## config.mk

```make
export PLATFORM = sky130hd
export DESIGN_NAME = dsa_status_addr
export DESIGN_NICKNAME = d
export VERILOG_FILES = /design/src/hw/dsa_pkg.sv /design/src/hw/dsa_status_addr.sv
export SDC_FILE = /design/constraint.sdc
export NUM_CORES = 1
export LEC_CHECK = 0
export ABC_AREA = 0
export BUFFER_PORTS_ARGS = -buffer_cell sky130_fd_sc_hd__buf_2
export CAP_MARGIN = 20
export CORE_MARGIN = 2
export CORE_UTILIZATION = 51
export CTS_BUF_LIST = sky130_fd_sc_hd__clkbuf_16
export CTS_CLUSTER_DIAMETER = 40
export DETAILED_ROUTE_END_ITERATION = 6
export PLACE_DENSITY = 0.66
export SKIP_LAST_GASP = 1
export SLEW_MARGIN = 40
export SYNTH_ARGS = -nofsm -noshare
export SYNTH_HDL_FRONTEND = slang
export SYNTH_SLANG_ARGS = --single-unit
export TNS_END_PERCENT = 10
```

## constraint.sdc

```tcl
create_clock -name I_REF_CLK -period 6.1 [get_ports I_REF_CLK]
set_clock_uncertainty 0.05 [all_clocks]
set_input_delay 1.22 -clock I_REF_CLK [delete_from_list [all_inputs] [get_ports I_REF_CLK]]
set_output_delay 1.22 -clock I_REF_CLK [all_outputs]
set_load 0.005 [all_outputs]
```

## src/hw/dsa_pkg.sv

```systemverilog
// Package with the map, reset values and carrier types of the DMA status and address block.
package dsa_pkg;

  // ----------------------------------------------------------------
  // Sizes
  // ----------------------------------------------------------------
  localparam int NUM_CH = 8;
  localparam int CH_PER_CTRL = 4;
  localparam int NUM_CTRL = 2;
  localparam logic [2:0] CASCADE_CH = 3'h4;

  // ----------------------------------------------------------------
  // I/O port map
  // ----------------------------------------------------------------
  localparam logic [7:0] OFS_CHAN_ADDR [NUM_CH] = '{8'h00, 8'h02, 8'h04, 8'h06, 8'hC0, 8'hC4, 8'hC8, 8'hCC};
  localparam logic [7:0] OFS_LOWER_STATUS = 8'h08;
  localparam logic [7:0] OFS_UPPER_STATUS = 8'hD0;

  // ----------------------------------------------------------------
  // Reset values and status layout
  // ----------------------------------------------------------------
  localparam logic [15:0] ADDR_RST = 16'h0000;
  localparam logic [7:0] STATUS_RST = 8'h00;
  localparam logic [15:0] ADDR_STEP = 16'h0001;
  localparam int TC_LSB = 0;
  localparam int REQ_LSB = 4;

  // ----------------------------------------------------------------
  // Port decode result kinds
  // ----------------------------------------------------------------
  localparam logic [1:0] PORT_NONE = 2'h0;
  localparam logic [1:0] PORT_ADDR = 2'h1;
  localparam logic [1:0] PORT_STATUS = 2'h2;

  // ----------------------------------------------------------------
  // Carriers
  // ----------------------------------------------------------------
  typedef struct packed {
    logic wr;
    logic rd;
    logic [7:0] addr;
    logic [7:0] wdata;
  } dsa_io_req_t;

  typedef struct packed {
    logic valid;
    logic [7:0] data;
  } dsa_io_rsp_t;

  typedef struct packed {
    logic [NUM_CH-1:0] xfer;
    logic [NUM_CH-1:0] tc;
    logic [NUM_CH-1:0] eop;
    logic [NUM_CH-1:0] dec;
    logic [NUM_CH-1:0] autoinit;
    logic [NUM_CH-1:0] sg_load;
  } dsa_chan_ev_t;

  typedef struct packed {
    logic [NUM_CH-1:0] hw_req;
    logic [NUM_CH-1:0] sw_req;
    logic [NUM_CH-1:0] blk_tmo;
  } dsa_req_src_t;

endpackage : dsa_pkg

```

## src/hw/dsa_status_addr.sv

```systemverilog
// Status registers and base/current address registers of the two-controller, eight-channel DMA unit.
//
// Behaviour
// - Each controller has one read-only 8-bit status register at its own port.
// - Reaching terminal count sets that channel's status flag in bits 3:0.
// - Reset and every status read clear that controller's terminal-count flags.
// - Status bits 7:4 show live, unlatched pending requests per channel.
// - Request bits 4..7 map to controller channels 0..3 (upper: channels 4..7).
// - A request bit shows hardware, block timeout or software requests alike.
// - Cascade channel 4 status bits carry no meaning; they read as zero.
// - Each channel holds a 16-bit current address, the low bits of the address.
// - After each transfer the current address steps up or down as configured.
// - Address ports are byte-serial: low byte first after pointer clear, reads too.
// - A host write loads the byte into both base and current registers.
// - Base is never readable; address port reads return current address bytes.
// - Autoinitialize copies base into current only on terminal count or end of process.
// - Scatter-gather loads the reserve buffer address into base during transfer.
// - Address joins low page for 24 bits and high page too for 32 bits.
// - Reset or master clear zeroes base and current; status resets to zero.
// - Terminal count arrives as a per-channel event input; it sets flag, autoinit.
module dsa_status_addr (
  input wire logic I_REF_CLK,
  input wire logic I_RSTN,
  input wire dsa_pkg::dsa_io_req_t I_IO_REQ,
  output dsa_pkg::dsa_io_rsp_t O_IO_RSP,
  input wire logic [dsa_pkg::NUM_CTRL-1:0] I_CLR_BPTR,
  input wire logic [dsa_pkg::NUM_CTRL-1:0] I_MASTER_CLR,
  input wire dsa_pkg::dsa_chan_ev_t I_CHAN_EV,
  input wire dsa_pkg::dsa_req_src_t I_REQ_SRC,
  input wire logic [15:0] I_SG_ADDR,
  input wire logic [2:0] I_ACT_CH,
  input wire logic [7:0] I_LOW_PAGE,
  input wire logic [7:0] I_HIGH_PAGE,
  output logic [23:0] O_ADDR24,
  output logic [31:0] O_ADDR32,
  output logic [dsa_pkg::NUM_CH-1:0] O_TC_FLAGS
);
  import dsa_pkg::*;

  // ----------------------------------------------------------------
  // Port decode
  // ----------------------------------------------------------------
  function automatic logic [4:0] port_decode(input logic [7:0] a);
    logic [4:0] r;
    r = {PORT_NONE, 3'h0};
    if (a == OFS_LOWER_STATUS) begin
      r = {PORT_STATUS, 3'h0};
    end else if (a == OFS_UPPER_STATUS) begin
      r = {PORT_STATUS, 3'h4};
    end else begin
      for (int i = 0; i < NUM_CH; i++) begin
        if (a == OFS_CHAN_ADDR[i]) begin
          r = {PORT_ADDR, 3'(i)};
        end
      end
    end
    return r;
  endfunction : port_decode

  // ----------------------------------------------------------------
  // State
  // ----------------------------------------------------------------
  logic [15:0] cur [NUM_CH];
  logic [15:0] base [NUM_CH];
  logic [NUM_CTRL-1:0] bptr;
  logic [NUM_CH-1:0] tc_flag;
  logic [NUM_CH-1:0] hw_req_meta;
  logic [NUM_CH-1:0] hw_req_sync;
  dsa_io_rsp_t rsp;
  logic [31:0] addr32;

  logic [15:0] next_cur [NUM_CH];
  logic [15:0] next_base [NUM_CH];
  logic [NUM_CTRL-1:0] next_bptr;
  logic [NUM_CH-1:0] next_tc_flag;
  dsa_io_rsp_t next_rsp;
  logic [31:0] next_addr32;

  logic [4:0] dec_res;
  logic [1:0] port_kind;
  logic [2:0] port_ch;
  logic port_ctl;
  logic [NUM_CH-1:0] req_live;
  logic [NUM_CH-1:0] cascade_mask;

  assign dec_res = port_decode(I_IO_REQ.addr);
  assign port_kind = dec_res[4:3];
  assign port_ch = dec_res[2:0];
  assign port_ctl = port_ch[2];
  assign cascade_mask = ~(NUM_CH'(1) << CASCADE_CH);
  // Any source of a request shows, and none is latched here.
  assign req_live = (hw_req_sync | I_REQ_SRC.sw_req | I_REQ_SRC.blk_tmo) & cascade_mask;

  // ----------------------------------------------------------------
  // Next-state logic
  // ----------------------------------------------------------------
  always_comb begin
    logic acc;
    logic wr_ch;
    acc = 1'b0;
    wr_ch = 1'b0;
    next_cur = cur;
    next_base = base;
    next_bptr = bptr;
    next_tc_flag = tc_flag;
    next_rsp = '0;
    next_addr32 = {I_HIGH_PAGE, I_LOW_PAGE, cur[I_ACT_CH]};

    if (port_kind == PORT_STATUS && I_IO_REQ.rd) begin
      next_rsp.valid = 1'b1;
      next_rsp.data = {req_live[port_ch +: CH_PER_CTRL], tc_flag[port_ch +: CH_PER_CTRL]};
      next_tc_flag[port_ch +: CH_PER_CTRL] = '0;
    end

    acc = (port_kind == PORT_ADDR) && (I_IO_REQ.wr || I_IO_REQ.rd);
    if (acc) begin
      next_bptr[port_ctl] = ~bptr[port_ctl];
      if (I_IO_REQ.rd && !I_IO_REQ.wr) begin
        next_rsp.valid = 1'b1;
        // Only the current register is visible; base has no read path at all.
        next_rsp.data = bptr[port_ctl] ? cur[port_ch][15:8] : cur[port_ch][7:0];
      end
    end

    for (int c = 0; c < NUM_CTRL; c++) begin
      if (I_CLR_BPTR[c] || I_MASTER_CLR[c]) begin
        next_bptr[c] = 1'b0;
      end
    end

    for (int i = 0; i < NUM_CH; i++) begin
      wr_ch = acc && I_IO_REQ.wr && (port_ch == 3'(i));
      // A terminal count that lands on the clearing read is kept.
      if (I_CHAN_EV.tc[i] && (3'(i) != CASCADE_CH)) begin
        next_tc_flag[i] = 1'b1;
      end
      if (I_MASTER_CLR[i / CH_PER_CTRL]) begin
        next_cur[i] = ADDR_RST;
        next_base[i] = ADDR_RST;
        next_tc_flag[i] = 1'b0;
      end else if (wr_ch) begin
        if (bptr[port_ctl]) begin
          next_cur[i][15:8] = I_IO_REQ.wdata;
          next_base[i][15:8] = I_IO_REQ.wdata;
        end else begin
          next_cur[i][7:0] = I_IO_REQ.wdata;
          next_base[i][7:0] = I_IO_REQ.wdata;
        end
      end else begin
        if (I_CHAN_EV.sg_load[i]) begin
          next_base[i] = I_SG_ADDR;
        end
        if (I_CHAN_EV.autoinit[i] && (I_CHAN_EV.tc[i] || I_CHAN_EV.eop[i])) begin
          next_cur[i] = base[i];
        end else if (I_CHAN_EV.xfer[i]) begin
          next_cur[i] = I_CHAN_EV.dec[i] ? cur[i] - ADDR_STEP : cur[i] + ADDR_STEP;
        end
      end
    end
  end

  // ----------------------------------------------------------------
  // Registers
  // ----------------------------------------------------------------
  always_ff @(posedge I_REF_CLK) begin
    hw_req_meta <= I_REQ_SRC.hw_req;
    hw_req_sync <= hw_req_meta;
    if (!I_RSTN) begin
      for (int i = 0; i < NUM_CH; i++) begin
        cur[i] <= ADDR_RST;
        base[i] <= ADDR_RST;
      end
      bptr <= '0;
      tc_flag <= STATUS_RST;
      rsp <= '0;
      addr32 <= '0;
    end else begin
      cur <= next_cur;
      base <= next_base;
      bptr <= next_bptr;
      tc_flag <= next_tc_flag;
      rsp <= next_rsp;
      addr32 <= next_addr32;
    end
  end

  assign O_IO_RSP = rsp;
  assign O_ADDR32 = addr32;
  assign O_ADDR24 = addr32[23:0];
  assign O_TC_FLAGS = tc_flag;
endmodule : dsa_status_addr

```

==> impl_table.tex <==
\begin{tabular}{lr}
\hline
Metric & Value \\
\hline
\multicolumn{2}{l}{\textbf{Power}} \\
\quad Sequential cell fraction of total power & 36.2\% \\
\quad Total power draw & 0.006372 W \\
\quad Net Switching & 0.002019 W \\
\quad Share of power burned in the clock network & 45.6\% \\
\quad PwrDens & 256.7 mW/mm\^{}2 \\
\quad Reported leakage power & 10.27 nW \\
\quad Internal power contribution & 0.004353 W \\
\quad Share of power burned in combinational logic & 18.2\% \\
\quad Peak supply drop & 0.1940 mV \\
\quad Sw frac & 31.68\% \\
\multicolumn{2}{l}{\textbf{Floorplanning}} \\
\quad \# rows & 76 \\
\quad Vertical extent of the die & 211.5 um \\
\quad I/O pins & 204 \\
\quad Die Area & 0.04473 sq mm \\
\quad Die X & 211.5 um \\
\quad Core outline area & 0.04279 sq mm \\
\quad Effective utilization at floorplan & 51.31\% \\
\multicolumn{2}{l}{\textbf{STA}} \\
\quad Final Hold Slack & 275.3 ps \\
\quad Count of endpoints failing setup in the final report & 0 \\
\quad Unrepaired setup endpoints after global routing & no \\
\quad Worst max-slew margin expressed relative to the limit & 39.74\% \\
\quad Final total negative setup slack & 0 ps \\
\quad Max Fclk & 228.0 MHz \\
\quad Final number of hold-violating endpoints & 0 \\
\quad Tcrit/Tclk final & 71.90\% \\
\quad Final max-slew violation count & 0 \\
\quad Transition at the pin with the smallest max-transition slack & 897.0 ps \\
\quad Clock period minus worst slack & 4386 ps \\
\multicolumn{2}{l}{\textbf{Clock network}} \\
\quad \# resized after CTS & 0 \\
\quad Max Buffers Root-to-Sink & 3 \\
\quad Master cell of the clock root buffer & sky130\_fd\_sc\_hd\_\_clkbuf\_16 \\
\quad Clock latency of the later-clocked register in the worst-skew pair & 600 ps \\
\quad Hold-fix buffer count after cts & 0 \\
\quad \# Post-CTS Setup Buffers & 0 \\
\quad Clock transition time at the flip-flop clock pins of the worst setup and hold paths & 60 ps \\
\quad Clock buffers created by TritonCTS & 55 \\
\quad H-Tree Depth & 2 \\
\quad CTS Sinks & 320 \\
\quad Clock tree from TritonCTS & done \\
\multicolumn{2}{l}{\textbf{Layout}} \\
\quad Fraction of final layout cells sized beyond drive strength 1 & 13.97\% \\
\quad Final layout net count & 3186 \\
\quad Area taken by multi-input logic gates & 0.01441 sq mm \\
\quad FF/Latch Area & 0.006406 sq mm \\
\quad Non-filler instance count after layout & 3520 \\
\quad Layout overhead on the synthesized area & 13.06\% \\
\quad Fillers & 3929 \\
\multicolumn{2}{l}{\textbf{Critical path}} \\
\quad Highest-delay cell along the critical path & sky130\_fd\_sc\_hd\_\_o22ai\_2 \\
\quad Worst setup SP type & primary input \\
\quad Required time of the critical path & 6500 ps \\
\quad Critical Path Max Stage Delay & 620 ps \\
\quad Worst reg2reg setup slack & 3120 ps \\
\quad Cells along the critical path & buf\_2 -> and3b\_1 -> nand3\_1 -> buf\_4 -> nand2\_1 -> inv\_1 -> ha\_1 -> ha\_1 -> nand2\_1 -> buf\_4 -> o22ai\_2 -> a211oi\_1 -> a21oi\_1 -> nor2\_1 \\
\quad Capturing element type of the critical path & flop \\
\quad Type of the worst setup path & in2reg \\
\quad Top fanout value on the critical path & 34 \\
\quad WP data arrival & 4790 ps \\
\multicolumn{2}{l}{\textbf{GRT}} \\
\quad Initial antenna violation count & 7 \\
\quad Total global-route track usage & 38.03\% \\
\quad Via count of the first global-routing pass & 20.82k \\
\quad Maximum number of pins on one net before global-route repair & 73 \\
\quad Wire length of the first global-routing pass & 127800 um \\
\quad Total global routing overflow & 0 \\
\multicolumn{2}{l}{\textbf{Job}} \\
\quad Reported max-cap violation count & 0 \\
\multicolumn{2}{l}{\textbf{Yosys}} \\
\quad Netlist area before placement & 0.02196 sq mm \\
\quad Most instantiated flip-flop cell in the synthesis netlist & sky130\_fd\_sc\_hd\_\_dfxtp\_1 \\
\quad Cell types with the largest area share after synthesis & sky130\_fd\_sc\_hd\_\_dfxtp\_1, sky130\_fd\_sc\_hd\_\_ha\_1, sky130\_fd\_sc\_hd\_\_nor2\_1, sky130\_fd\_sc\_hd\_\_a21oi\_1, sky130\_fd\_sc\_hd\_\_nand2\_1 \\
\quad EDFF count, synth & 0 \\
\quad Sequential share of the synthesized area & 29.18\% \\
\quad Top cells by instance count after synthesis & sky130\_fd\_sc\_hd\_\_nor2\_1, sky130\_fd\_sc\_hd\_\_nand2\_1, sky130\_fd\_sc\_hd\_\_dfxtp\_1, sky130\_fd\_sc\_hd\_\_a21oi\_1, sky130\_fd\_sc\_hd\_\_o21ai\_0 \\
\quad Post-Synthesis Net Count & 3104 \\
\quad Count of state elements after synthesis & 320 \\
\quad Post-synth cell types & 90 \\
\quad Area share of the largest cell type after synthesis & 29.18\% \\
\quad Fraction of registers with async set/reset & 0\% \\
\quad Post-synth top area cell & sky130\_fd\_sc\_hd\_\_dfxtp\_1 \\
\quad Count of warnings emitted by yosys & 0 \\
\quad Post-synthesis area per instance & 7.717 sq um \\
\quad Synthesized netlist cell count & 2845 \\
\quad Most common cell in the synthesized netlist & sky130\_fd\_sc\_hd\_\_nor2\_1 \\
\multicolumn{2}{l}{\textbf{Detailed routing}} \\
\quad Iter 0 DRT Violations & 2603 \\
\quad Detailed-route wire length per cell & 24.68 um \\
\quad Via density per instance & 6.599 \\
\quad Pre-Repair DR Iteration Count & 6 \\
\quad Antenna Violating Nets Remaining & 0 \\
\quad Total vias in the final route & 23.23k \\
\quad Routed wire length & 86880 um \\
\quad Remaining routing DRC violations & 0 \\
\multicolumn{2}{l}{\textbf{Placed design}} \\
\quad GPL Wtd Cong & 1.022 \\
\quad IO buf count & 199 \\
\quad Post-detailed-placement half-perimeter wirelength & 61630 um \\
\quad Placed cell count & 3415 \\
\multicolumn{2}{l}{\textbf{Worst hold path}} \\
\quad Worst min-delay path class & reg2reg \\
\multicolumn{2}{l}{\textbf{Run status}} \\
\quad Result of the run & finished, final reports clean \\
\hline
\end{tabular}
area by class of cell:
cell class | instances | share of cell area, %
multi-input cells | 2252 | 58.05
flip-flops and latches | 320 | 25.81
repair buffers | 248 | 5.630
clock buffers | 55 | 5.544
well taps | 546 | 2.752
clock inverters | 45 | 1.406
inverters | 50 | 0.7661
diodes | 4 | 0.04032
worst max-delay path, delay by kind of cell:
family,cells,cell delay (ps)
buf+inv,4,1050
fa+ha+maj,2,790
compound gates,3,890
simple gates,5,830
power by group through the flow:
stage / clock (W) / sequential, W / combinational (W)
2_1_floorplan: 0 / 0.00229 / 0.000801
3_3_place_gp: 0 / 0.00234 / 0.00110
3_5_place_dp: 0 / 0.00235 / 0.00112
4_1_cts: 0.00292 / 0.00230 / 0.00113
5_1_grt: 0.00302 / 0.00231 / 0.00127
6_report: 0.00291 / 0.00231 / 0.00116
worst paths after layout:
path | startpoint | endpoint | cells after the start
worst max-delay path | I_IO_REQ[9] | cur[114] | 14
worst min-delay path | hw_req_meta[6] | hw_req_sync[6] | 0
worst max register to register | cur[48] | cur[60] | 10
worst min register to register | hw_req_meta[6] | hw_req_sync[6] | 0
cells in the final DEF (no fill, tap or decap), types with 11 or more instances in the layout:
master                         n
sky130_fd_sc_hd__a211oi_1    121
sky130_fd_sc_hd__a21o_1       23
sky130_fd_sc_hd__a21oi_1     274
sky130_fd_sc_hd__a311oi_1     88
sky130_fd_sc_hd__a31oi_1      22
sky130_fd_sc_hd__and2_1       38
sky130_fd_sc_hd__and3_1       26
sky130_fd_sc_hd__buf_2       197
sky130_fd_sc_hd__buf_4        48
sky130_fd_sc_hd__clkbuf_16    55
sky130_fd_sc_hd__clkinvlp_4   11
sky130_fd_sc_hd__dfxtp_1     320
sky130_fd_sc_hd__ha_1        120
sky130_fd_sc_hd__inv_1        54
sky130_fd_sc_hd__inv_6        12
sky130_fd_sc_hd__mux2i_1      51
sky130_fd_sc_hd__mux4_2       33
sky130_fd_sc_hd__nand2_1     333
sky130_fd_sc_hd__nand2b_1     15
sky130_fd_sc_hd__nand3_1      49
sky130_fd_sc_hd__nand4_1      12
sky130_fd_sc_hd__nor2_1      369
sky130_fd_sc_hd__nor2b_1      41
sky130_fd_sc_hd__nor3_1       93
sky130_fd_sc_hd__nor4_1       26
sky130_fd_sc_hd__o211ai_1     44
sky130_fd_sc_hd__o21a_1       23
sky130_fd_sc_hd__o21ai_0     129
sky130_fd_sc_hd__o21ai_1      26
sky130_fd_sc_hd__o22ai_1      24
sky130_fd_sc_hd__o41ai_1      12
sky130_fd_sc_hd__or3_1        13
sky130_fd_sc_hd__xnor2_1      50
sky130_fd_sc_hd__xor2_1       33
sequential cells by signal, indices dropped and copies added (netlist names):
| signal | cells |
|---|---|
| O_TC_FLAGS | 7 |
| cur | 128 |
| hw_req_sync | 7 |
| bptr | 2 |
| O_IO_RSP | 9 |
| O_ADDR32 | 32 |
| base | 128 |
| hw_req_meta | 7 |
metal layers:
metal / GRT usage [%] / wire length (um)
met4: 16.17 / 3979
met5: 1.112 / 108
met1: 53.24 / 35510
met2: 56.14 / 36000
met3: 8.382 / 11290
per-stage QoR:
stage	area, sq um	worst slack [ps]	utilization [%]
6_report	24820	1714	58.01
3_5_place_dp	23060	1299	53.89
4_1_cts	24780	1921	57.92
2_1_floorplan	21960	2014	-
3_3_place_gp	23020	1292	53.80
5_1_grt	24820	1529	57.99
cells by family after synthesis:
logic type	share of synthesized area (%)
AND/OR/NAND/NOR	21.43
AO/OA/AOI/OAI	27.22
flip-flops	29.18
buffers and inverters	5.437
adder cells (fa/ha/maj)	7.568
multiplexers	5.841
XOR/XNOR	3.311
other	0.01708
Note: power is estimated with default switching activity, not from simulation.
